===== src/verilog/spi_port_regs.vh =====
// constants for the serial port data path: field positions, reset values, timing counts
// assumes a 25 MHz core clock and an outside peer sharing the serial clock
`ifndef SPI_PORT_REGS_VH
`define SPI_PORT_REGS_VH

// data widths
`define SPI_DATA_W        8
`define SPI_BITS_PER_BYTE 4'h7
`define SPI_BITCNT_W      4

// field positions inside the shift register
`define SPI_MSB_POS       7
`define SPI_NEXT_MSB_POS  6

// reset values
`define SPI_BYTE_RST      8'h00
`define SPI_BITCNT_RST    4'h0
`define SPI_DIV_RST       8'h00

// master serial clock: half period in ns and derived core cycles (40 ns clock)
`define SPI_CORE_PERIOD_NS 40
`define SPI_HALF_PERIOD_NS 160
`define SPI_HALF_CYC      ((`SPI_HALF_PERIOD_NS + `SPI_CORE_PERIOD_NS - 1) / `SPI_CORE_PERIOD_NS)

// receive fifo shape
`define SPI_FIFO_DEPTH    16
`define SPI_FIFO_AW       4

`endif


===== src/verilog/spi_rx_fifo.v =====
// flip-flop fifo for received bytes, width and depth as parameters
// assumes one clock, asynchronous active high reset, depth a power of two
module spi_rx_fifo #(
  parameter WIDTH = 8,
  parameter DEPTH = 16,
  parameter AW    = 4
) (
  // clock and reset
  input  wire             core_clk,
  input  wire             rst,
  // filling side
  input  wire             in_valid,
  output wire             in_ready,
  input  wire [WIDTH-1:0] in_data,
  // draining side
  output wire             out_valid,
  input  wire             out_ready,
  output wire [WIDTH-1:0] out_data
);
  reg [WIDTH-1:0] mem_reg [0:DEPTH-1]; // storage words
  reg [AW-1:0]    wr_ptr_reg;          // write index
  reg [AW-1:0]    rd_ptr_reg;          // read index
  reg [AW:0]      count_reg;           // words held
  wire            push;                // word accepted
  wire            pop;                 // word removed

  assign in_ready  = (count_reg != DEPTH[AW:0]);
  assign out_valid = (count_reg != {(AW+1){1'b0}});
  assign out_data  = mem_reg[rd_ptr_reg];
  assign push      = in_valid & in_ready;
  assign pop       = out_valid & out_ready;

  // storage write, no reset needed on data
  always @(posedge core_clk) begin
    if (push) begin
      mem_reg[wr_ptr_reg] <= in_data;
    end
  end

  // pointers and occupancy
  always @(posedge core_clk or posedge rst) begin
    if (rst) begin
      wr_ptr_reg <= {AW{1'b0}};
      rd_ptr_reg <= {AW{1'b0}};
      count_reg  <= {(AW+1){1'b0}};
    end else begin
      if (push) begin
        wr_ptr_reg <= wr_ptr_reg + {{(AW-1){1'b0}}, 1'b1};
      end
      if (pop) begin
        rd_ptr_reg <= rd_ptr_reg + {{(AW-1){1'b0}}, 1'b1};
      end
      if (push & ~pop) begin
        count_reg <= count_reg + {{AW{1'b0}}, 1'b1};
      end else if (pop & ~push) begin
        count_reg <= count_reg - {{AW{1'b0}}, 1'b1};
      end
    end
  end
endmodule // spi_rx_fifo


===== src/verilog/spi_port_buffer_and_enable.v =====
// serial port data path: shift register, receive fifo, holding buffer, flags, pins
// assumes software strobes on core_clk; link pins arrive asynchronously
// assumes a fixed link mode: clock idles low, sample on rise, change on fall
// assumes direction and pin setup bits come from software on core_clk
`include "spi_port_regs.vh"

module spi_port_buffer_and_enable (
  // clock and reset
  input  wire       core_clk,
  input  wire       rst,
  // software control bits
  input  wire       port_enable_bit,
  input  wire       master_mode,
  // software holding buffer access
  input  wire       buf_wr_en,
  input  wire [7:0] buf_wr_data,
  input  wire       buf_rd_en,
  output reg  [7:0] serial_holding_buffer,
  // status and flag clears
  input  wire       irq_flag_clr,
  input  wire       collision_flag_clr,
  output reg        buffer_full_flag,
  output reg        port_irq_flag,
  output reg        write_collision_flag,
  output reg        overflow_flag,
  output reg        busy_flag,
  output reg        pins_assigned,
  // direction and pin configuration bits
  input  wire       portc_dir_sdo,
  input  wire       portc_dir_sck,
  input  wire       porta_dir_ss,
  input  wire       porta_pin5_digital,
  // serial pins
  input  wire       sdi_in,
  input  wire       sck_in,
  output reg        sck_out,
  output reg        sck_oe,
  output reg        sdo_out,
  output reg        sdo_oe,
  input  wire       ss_n_in
);

  // each link pin passes two flops before any logic looks at it
  // synchronisers for pins from outside the clock domain
  reg       sck_meta_reg;    // first stage, read only by second
  reg       sck_sync_reg;    // synced serial clock
  reg       sck_prev_reg;    // previous synced clock for edges
  reg       sdi_meta_reg;    // first stage
  reg       sdi_sync_reg;    // synced data in
  reg       ss_meta_reg;     // first stage
  reg       ss_sync_reg;     // synced slave select, low active

  // shift engine state
  // software writes load the shifter directly, reads come through the holding buffer
  reg [7:0] serial_shift_reg;
  reg       sample_reg;       // bit caught on rising edge
  reg [3:0] bit_cnt_reg;      // bits completed in this byte
  reg       active_reg;       // transfer in progress
  reg [7:0] div_reg;          // master half period counter
  reg       msck_reg;         // internal master clock level

  // fifo connections
  // the fifo sits between the shifter and the holding buffer
  reg       push_valid_reg;   // byte ready for fifo
  reg [7:0] push_data_reg;    // byte to fifo
  wire      fifo_in_ready;    // fifo has room
  wire      fifo_out_valid;   // fifo holds a byte
  wire [7:0] fifo_out_data;   // oldest byte
  wire      fifo_pop;         // moving a byte to holding buffer

  // decoded conditions
  // all combinational, read by the clocked processes below
  wire      ss_usable;        // slave select routed to port
  wire      ss_active;        // slave selected
  wire      sck_usable;       // slave clock routed to port
  wire      rise_evt;         // serial clock rising
  wire      fall_evt;         // serial clock falling
  wire      start_ok;         // idle write may start
  wire      last_bit;         // this falling edge ends the byte
  wire [7:0] shifted;         // shift register after one step

  // true when pin function survives the direction bit
  // shared by every pin whose direction bit may override the port
  function pin_kept;
    input dir_bit;
    input wanted;
    begin
      pin_kept = (dir_bit == wanted);
    end
  endfunction

  // slave select counts only with its pin set up as a digital input
  assign ss_usable  = pin_kept(porta_dir_ss, 1'b1) & porta_pin5_digital;
  // select line is low active after the synchroniser
  assign ss_active  = ss_usable & ~ss_sync_reg;
  // slave clock taken only with its direction bit set
  assign sck_usable = pin_kept(portc_dir_sck, 1'b1);
  // master edges come from the divider, one cycle before the pin moves
  // slave edges come from the synced pin and its previous level
  assign rise_evt   = master_mode ? (div_reg == (`SPI_HALF_CYC - 1) && ~msck_reg && active_reg)
                                  : (sck_usable & ss_active & sck_sync_reg & ~sck_prev_reg);
  assign fall_evt   = master_mode ? (div_reg == (`SPI_HALF_CYC - 1) && msck_reg && active_reg)
                                  : (sck_usable & ss_active & ~sck_sync_reg & sck_prev_reg);
  // count of seven: this falling edge is the eighth
  assign last_bit   = (bit_cnt_reg == `SPI_BITS_PER_BYTE);
  // msb leaves first, new bit enters at the bottom
  assign shifted    = {serial_shift_reg[`SPI_NEXT_MSB_POS:0], sample_reg};
  // fifo room is demanded before starting, but a push still pending is not counted, so a finished master byte can be lost
  assign start_ok   = ~active_reg & fifo_in_ready & (bit_cnt_reg == `SPI_BITCNT_RST);
  // buffer refills from the fifo once software has emptied it
  assign fifo_pop   = fifo_out_valid & ~buffer_full_flag;

  // two flip-flop synchronisers and edge history
  always @(posedge core_clk or posedge rst) begin
    if (rst) begin
      // idle levels: clock low, select high, so no false edge follows reset
      sck_meta_reg <= 1'b0;
      sck_sync_reg <= 1'b0;
      sck_prev_reg <= 1'b0;
      sdi_meta_reg <= 1'b0;
      sdi_sync_reg <= 1'b0;
      ss_meta_reg  <= 1'b1;
      ss_sync_reg  <= 1'b1;
    end else begin
      // first stage feeds only the second
      sck_meta_reg <= sck_in;
      sck_sync_reg <= sck_meta_reg;
      sck_prev_reg <= sck_sync_reg;
      sdi_meta_reg <= sdi_in;
      sdi_sync_reg <= sdi_meta_reg;
      ss_meta_reg  <= ss_n_in;
      ss_sync_reg  <= ss_meta_reg;
    end
  end

  // master clock divider, runs only during a master transfer
  // rising edge ends the first half period, falling edge the second
  always @(posedge core_clk or posedge rst) begin
    if (rst) begin
      div_reg  <= `SPI_DIV_RST;
      msck_reg <= 1'b0;
    end else if (~port_enable_bit | ~master_mode | ~active_reg) begin
      // idle level low, counter parked
      div_reg  <= `SPI_DIV_RST;
      msck_reg <= 1'b0;
    end else if (div_reg == (`SPI_HALF_CYC - 1)) begin
      // half period over, toggle clock
      div_reg  <= `SPI_DIV_RST;
      msck_reg <= ~msck_reg;
    end else begin
      // still inside the half period
      div_reg <= div_reg + 8'h01;
    end
  end

  // shift engine and byte completion
  always @(posedge core_clk or posedge rst) begin
    if (rst) begin
      // shifter empty, no byte pending
      serial_shift_reg <= `SPI_BYTE_RST;
      sample_reg       <= 1'b0;
      bit_cnt_reg      <= `SPI_BITCNT_RST;
      active_reg       <= 1'b0;
      push_valid_reg   <= 1'b0;
      push_data_reg    <= `SPI_BYTE_RST;
    end else begin
      // push strobe lasts a single cycle
      push_valid_reg <= 1'b0;
      if (~port_enable_bit) begin
        // disabled: engine held idle until enabled again
        // flags other than busy_flag and pins_assigned, and fifo contents, survive a disable
        bit_cnt_reg <= `SPI_BITCNT_RST;
        active_reg  <= 1'b0;
      end else if (buf_wr_en & start_ok) begin
        // idle write goes straight to the shifter
        serial_shift_reg <= buf_wr_data;
        // master starts now, slave waits for the outside clock
        active_reg       <= master_mode;
      end else begin
        if (~master_mode & ~ss_active) begin
          // slave deselected: partial byte abandoned
          bit_cnt_reg <= `SPI_BITCNT_RST;
        end
        if (rise_evt) begin
          // catch incoming bit
          sample_reg <= sdi_sync_reg;
          if (~master_mode) begin
            // slave is busy from its first clock edge
            active_reg <= 1'b1;
          end
        end
        if (fall_evt) begin
          // one bit moves on each falling edge
          serial_shift_reg <= shifted;
          if (last_bit) begin
            // whole byte received, hand to fifo
            bit_cnt_reg    <= `SPI_BITCNT_RST;
            active_reg     <= 1'b0;
            push_valid_reg <= 1'b1;
            push_data_reg  <= shifted;
          end else begin
            // more bits to come
            bit_cnt_reg <= bit_cnt_reg + 4'h1;
          end
        end
      end
    end
  end

  // received bytes queue here so shifting continues while software is slow
  // a push is refused only when all sixteen words are taken
  spi_rx_fifo #(
    .WIDTH (`SPI_DATA_W),
    .DEPTH (`SPI_FIFO_DEPTH),
    .AW    (`SPI_FIFO_AW)
  ) rx_fifo_inst (
    .core_clk  (core_clk),
    .rst       (rst),
    .in_valid  (push_valid_reg),
    .in_ready  (fifo_in_ready),
    .in_data   (push_data_reg),
    .out_valid (fifo_out_valid),
    .out_ready (~buffer_full_flag),
    .out_data  (fifo_out_data)
  );

  // holding buffer, buffer full and interrupt flag
  always @(posedge core_clk or posedge rst) begin
    if (rst) begin
      // buffer empty and flags low in reset
      serial_holding_buffer <= `SPI_BYTE_RST;
      buffer_full_flag      <= 1'b0;
      port_irq_flag         <= 1'b0;
    end else begin
      if (fifo_pop) begin
        // next received byte lands in the buffer
        // only while empty, so an unread byte is never overwritten
        serial_holding_buffer <= fifo_out_data;
        buffer_full_flag      <= 1'b1;
      end else if (buf_rd_en) begin
        // software read empties the buffer
        buffer_full_flag <= 1'b0;
      end
      if (fifo_pop) begin
        // set beats a simultaneous clear
        port_irq_flag <= 1'b1;
      end else if (irq_flag_clr) begin
        // software clear of the interrupt flag
        port_irq_flag <= 1'b0;
      end
    end
  end

  // collision, overflow and busy status
  // writes while disabled are ignored without a flag
  always @(posedge core_clk or posedge rst) begin
    if (rst) begin
      write_collision_flag <= 1'b0;
      overflow_flag        <= 1'b0;
      busy_flag            <= 1'b0;
    end else begin
      if (buf_wr_en & port_enable_bit & ~start_ok) begin
        // refused: transfer running or fifo full
        // write dropped, only software clears this
        write_collision_flag <= 1'b1;
      end else if (collision_flag_clr) begin
        write_collision_flag <= 1'b0;
      end
      if (push_valid_reg & ~fifo_in_ready) begin
        // master or slave byte lost with fifo full
        overflow_flag <= 1'b1;
      end else if (collision_flag_clr) begin
        overflow_flag <= 1'b0;
      end
      // busy follows the engine one cycle late
      busy_flag <= active_reg | (bit_cnt_reg != `SPI_BITCNT_RST);
    end
  end

  // pin drivers, each gated by enable and its direction bit
  always @(posedge core_clk or posedge rst) begin
    if (rst) begin
      // all pins released in reset
      sck_out       <= 1'b0;
      sck_oe        <= 1'b0;
      sdo_out       <= 1'b0;
      sdo_oe        <= 1'b0;
      pins_assigned <= 1'b0;
    end else begin
      // pin ownership follows the enable bit
      pins_assigned <= port_enable_bit;
      // clock level mirrors the divider, low when idle
      sck_out       <= msck_reg;
      // master drives clock only with direction cleared
      sck_oe  <= port_enable_bit & master_mode & pin_kept(portc_dir_sck, 1'b0);
      // top bit of the shifter always sits on the data line
      sdo_out <= serial_shift_reg[`SPI_MSB_POS];
      // data out needs direction cleared; slave drives only when selected
      sdo_oe  <= port_enable_bit & pin_kept(portc_dir_sdo, 1'b0)
                 & (master_mode | ss_active);
    end
  end

endmodule // spi_port_buffer_and_enable


===== config.mk =====
export PLATFORM = sky130hd
export DESIGN_NAME = spi_port_buffer_and_enable
export DESIGN_NICKNAME = d
export VERILOG_FILES = /design/src/verilog/spi_rx_fifo.v /design/src/verilog/spi_port_buffer_and_enable.v
export VERILOG_INCLUDE_DIRS = /design/src /design/src/verilog
export SDC_FILE = /design/constraint.sdc
export NUM_CORES = 1
export LEC_CHECK = 0
export BUFFER_PORTS_ARGS = -buffer_cell sky130_fd_sc_hd__buf_2
export CAP_MARGIN = 10
export CELL_PAD_IN_SITES_DETAIL_PLACEMENT = 1
export CELL_PAD_IN_SITES_GLOBAL_PLACEMENT = 1
export CORE_MARGIN = 5
export CORE_UTILIZATION = 50
export CTS_CLUSTER_DIAMETER = 100
export DETAILED_ROUTE_END_ITERATION = 8
export HOLD_SLACK_MARGIN = 0.03
export PLACE_DENSITY_LB_ADDON = 0.1
export SLEW_MARGIN = 20
export SYNTH_ARGS = -nofsm -noshare
export SYNTH_HDL_FRONTEND = slang
export SYNTH_HIERARCHICAL = 1
export SYNTH_SLANG_ARGS = --single-unit

===== constraint.sdc =====
create_clock -name core_clk -period 4.55 [get_ports core_clk]
set_input_delay 0.455 -clock core_clk [delete_from_list [all_inputs] [get_ports core_clk]]
set_output_delay 0.455 -clock core_clk [all_outputs]
set_load 0.05 [all_outputs]

==> results by group <==
Yosys
  – Yosys top cell by area: edfxtp_1
  – Synthesized instance count: 519
  – Post-synth EDFFs: around 130
  – Top-count cell post-synth: edfxtp_1
  – Mean post-synth cell area: 15.7 um^2
  – Top cells by count, synth: edfxtp_1, dfrtp_1, mux2i_1
  – Synth async-reset ratio: 35.4%
  – Post-Syn Nets: 555
  – #FFs+latches synth: 198
  – Post-synthesis cell type count: 50
  – Seq/Total Area, Yosys: 68.6%
  – Top cell type's share of synthesized area: 47.1%
  – Most used DFF post-synth: edfxtp_1
  – Synth warnings: 6
  – Synthesized area: 8160 um^2
  – Top cells by area, synth: edfxtp_1, dfrtp_1, mux2i_1

Timing
  – Final worst clock skew: 0.0105 ns
  – Final Hold Fails: 0
  – Final slew viol count: 0
  – WHS: 0.0819 ns
  – Final setup viols: 0
  – Slew HR: roughly 30%
  – Final min period: roughly 2.9 ns
  – Final Cycle Share: 63.3%
  – Final TNS setup: 0 ns
  – Highest clock rate: between 300 and 400 MHz
  – RSZ-0062 raised after global routing: no
  – Worst-margin pin slew: 1.04 ns
  – Final worst slack: 1.67 ns

Floorplanning
  – Die Span Y: 138 um
  – Starting density of the core: about 50%
  – Die width: 138 um
  – Core area: roughly 16000 um^2
  – IO Pins: 41
  – Die ar.: roughly 19000 um^2
  – FP Rows: 46

Finish
  – Area Overhead vs Synth: 12.2%
  – N_diodes: 0
  – Filler Cell Count: roughly 1500
  – Final core utilization: a little under three fifths
  – Area of the multi-input gates: 2330 um^2
  – Layout cells sized above 1: between 20 and 25%
  – Reg area: 5600 um^2
  – Max reg flops: ~130
  – Nets: between 500 and 600

GRT
  – Met3 Track Usage GR: under 10%
  – First-pass GRT wire length: roughly 28000 um
  – Met1 usage: 26.7%
  – Largest net degree at the start of global routing: 58
  – Initial antenna violation count: 0
  – M2 GR Usage: between 30% and 40%
  – GRT overflow: 0
  – GRT Total Usage: 20.2%
  – Busiest metal layer after global routing: met2
  – Number of global-route vias before repair: ~4900

Clock tree
  – Postcts setup bufs: 0
  – CTS sink cnt: 198
  – Clk buf depth: 2
  – H-Tree Depth: 4
  – Clock Pin Slew Worst Setup and Hold Paths: around 0.070 ns
  – Clk root buf: clkbuf_16
  – TritonCTS clock tree: yes
  – Later-pin clock latency in the skew report: 0.43 ns
  – TritonCTS Buffers: 17
  – Hold_buf cts: 0
  – # resized after CTS: 0

Critical path
  – CP startpoint kind: register
  – Worst setup EP type: register
  – Slowest cell delay on critical path: 0.49 ns
  – CP Class: register to register
  – Worst r2r path cells: 10
  – Worst-path cell chain: nor4_4 > nand2b_1 > nand2_1 > ha_1 > inv_1 > fa_1 > a21o_1 > a21oi_1 > mux2i_1 > xnor2_1
  – Critical path arrival: 3.22 ns
  – WP data required: ~4.9 ns
  – Critical path's slowest cell: fa_1
  – Critical path fanouts, max: 5

Run status
  – Outcome: finished clean

Drt
  – Vias per cell: 5.64
  – Starting DRT DRC Count: 297
  – DR vias: 4470
  – DRT Pass-1 Iters: 4
  – Final ANT Viol Nets: 0
  – DRT Wirelength: 17300 um
  – # DRC: 0
  – Wirelength per Cell: 21.8 um

Power
  – Leak pwr: about 3.2 nW
  – PD cells: just under 400 nW/um^2
  – VDD IR-drop max: 0.000241 V
  – Tot Pwr: 0.00360 W

Run
  – Max-cap violations: 0

Place
  – GP Congestion: 0.769
  – Port buffer count: 40
  – Pre-CTS setup slack: 1.68 ns
  – HPWL after DPL: 11800 um

Hold path
  – Worst min path class: input port to asynchronous set/reset pin
placed cells by master (no fill, tap or decap), types with 3 or more instances in the layout:
master      synthesis  layout
nor3_1              7       7
mux2_2             19      19
mux4_2             16      16
xor2_1              6       6
nand4_1             3       3
inv_1              17      16
dfrtp_1            68      67
o21ai_0            23      23
a221oi_1           14      14
ha_1               12      12
a21o_1              3       3
xnor2_1            11      11
a22oi_1             8       8
a21oi_1             6       6
mux2i_1            42      42
nor2b_1             3       3
nand3_1            12      12
nor2_1             26      26
buf_2               3      40
clkinvlp_4          0       4
inv_6               0       3
buf_4               3       8
edfxtp_1          128     128
and3_1              5       5
nand2_1            33      33
bufinv_16           0       3
clkbuf_16           0      17
nand2b_1            4       4
path summary, 6_finish.rpt:
path	end	slack (ns)	from
hold / removal	rx_fifo_inst/count_reg[1]$_DFFE_PP0P_	0.08	rst
max in group asynchronous	serial_holding_buffer[3]$_DFFE_PP0P_	3.81	rst
setup / recovery	rx_fifo_inst/count_reg[4]$_DFFE_PP0P_	1.67	rx_fifo_inst/count_reg[0]$_DFFE_PP0P_
min in group core_clk	ss_meta_reg$_DFF_PP1_	0.11	ss_n_in
setup reg to reg	rx_fifo_inst/count_reg[4]$_DFFE_PP0P_	1.67	rx_fifo_inst/count_reg[0]$_DFFE_PP0P_
hold reg to reg	sdi_sync_reg$_DFF_PP0_	0.35	sdi_meta_reg$_DFF_PP0_
report_power, final:
| part | switching, W | internal [W] |
|---|---|---|
| clock network | 0.000666 | 0.000901 |
| logic | 0.0000610 | 0.0000290 |
| registers | 0.0000181 | 0.00192 |
critical path, delay by kind of cell (launching register included):
family | cells | cell delay [ns]
xor+xnor | 1 | 0.16
flops | 1 | 0.47
fa+ha+maj | 2 | 0.68
compound gates | 2 | 0.41
mux | 1 | 0.27
simple gates | 3 | 0.69
buf+inv | 1 | 0.12
metrics by stage:
step,cell area (um^2),std cells
6_report,9150,792
3_3_place_gp,8530,760
3_5_place_dp,8530,760
2_1_floorplan,8160,519
5_1_grt,9150,792
4_1_cts,9150,792
layer usage:
layer | part of all wire, % | routed length (um)
met1 | 43 | 7450
met2 | 50 | 8700
met3 | 3.7 | 642
met4 | 2.7 | 458
met5 | 0 | 0
area by class of cell:
type	instances	area share, %
clock inverter	13	1.85
sequential	198	61.2
tap	216	2.95
inverter	18	0.739
timing repair buffer	48	2.84
multi-input combinational	280	25.5
clock buffer	19	4.95
cells by family after synthesis:
| family | synth area share (%) |
|---|---|
| multiplexers | 12.2 |
| AND/OR/NAND/NOR | 7.01 |
| adder cells (fa/ha/maj) | 2.09 |
| XOR/XNOR | 1.83 |
| buffers and inverters | 2.81 |
| AO/OA/AOI/OAI | 5.45 |
| flip-flops | 68.6 |
Power figures use the tool's default switching activity.
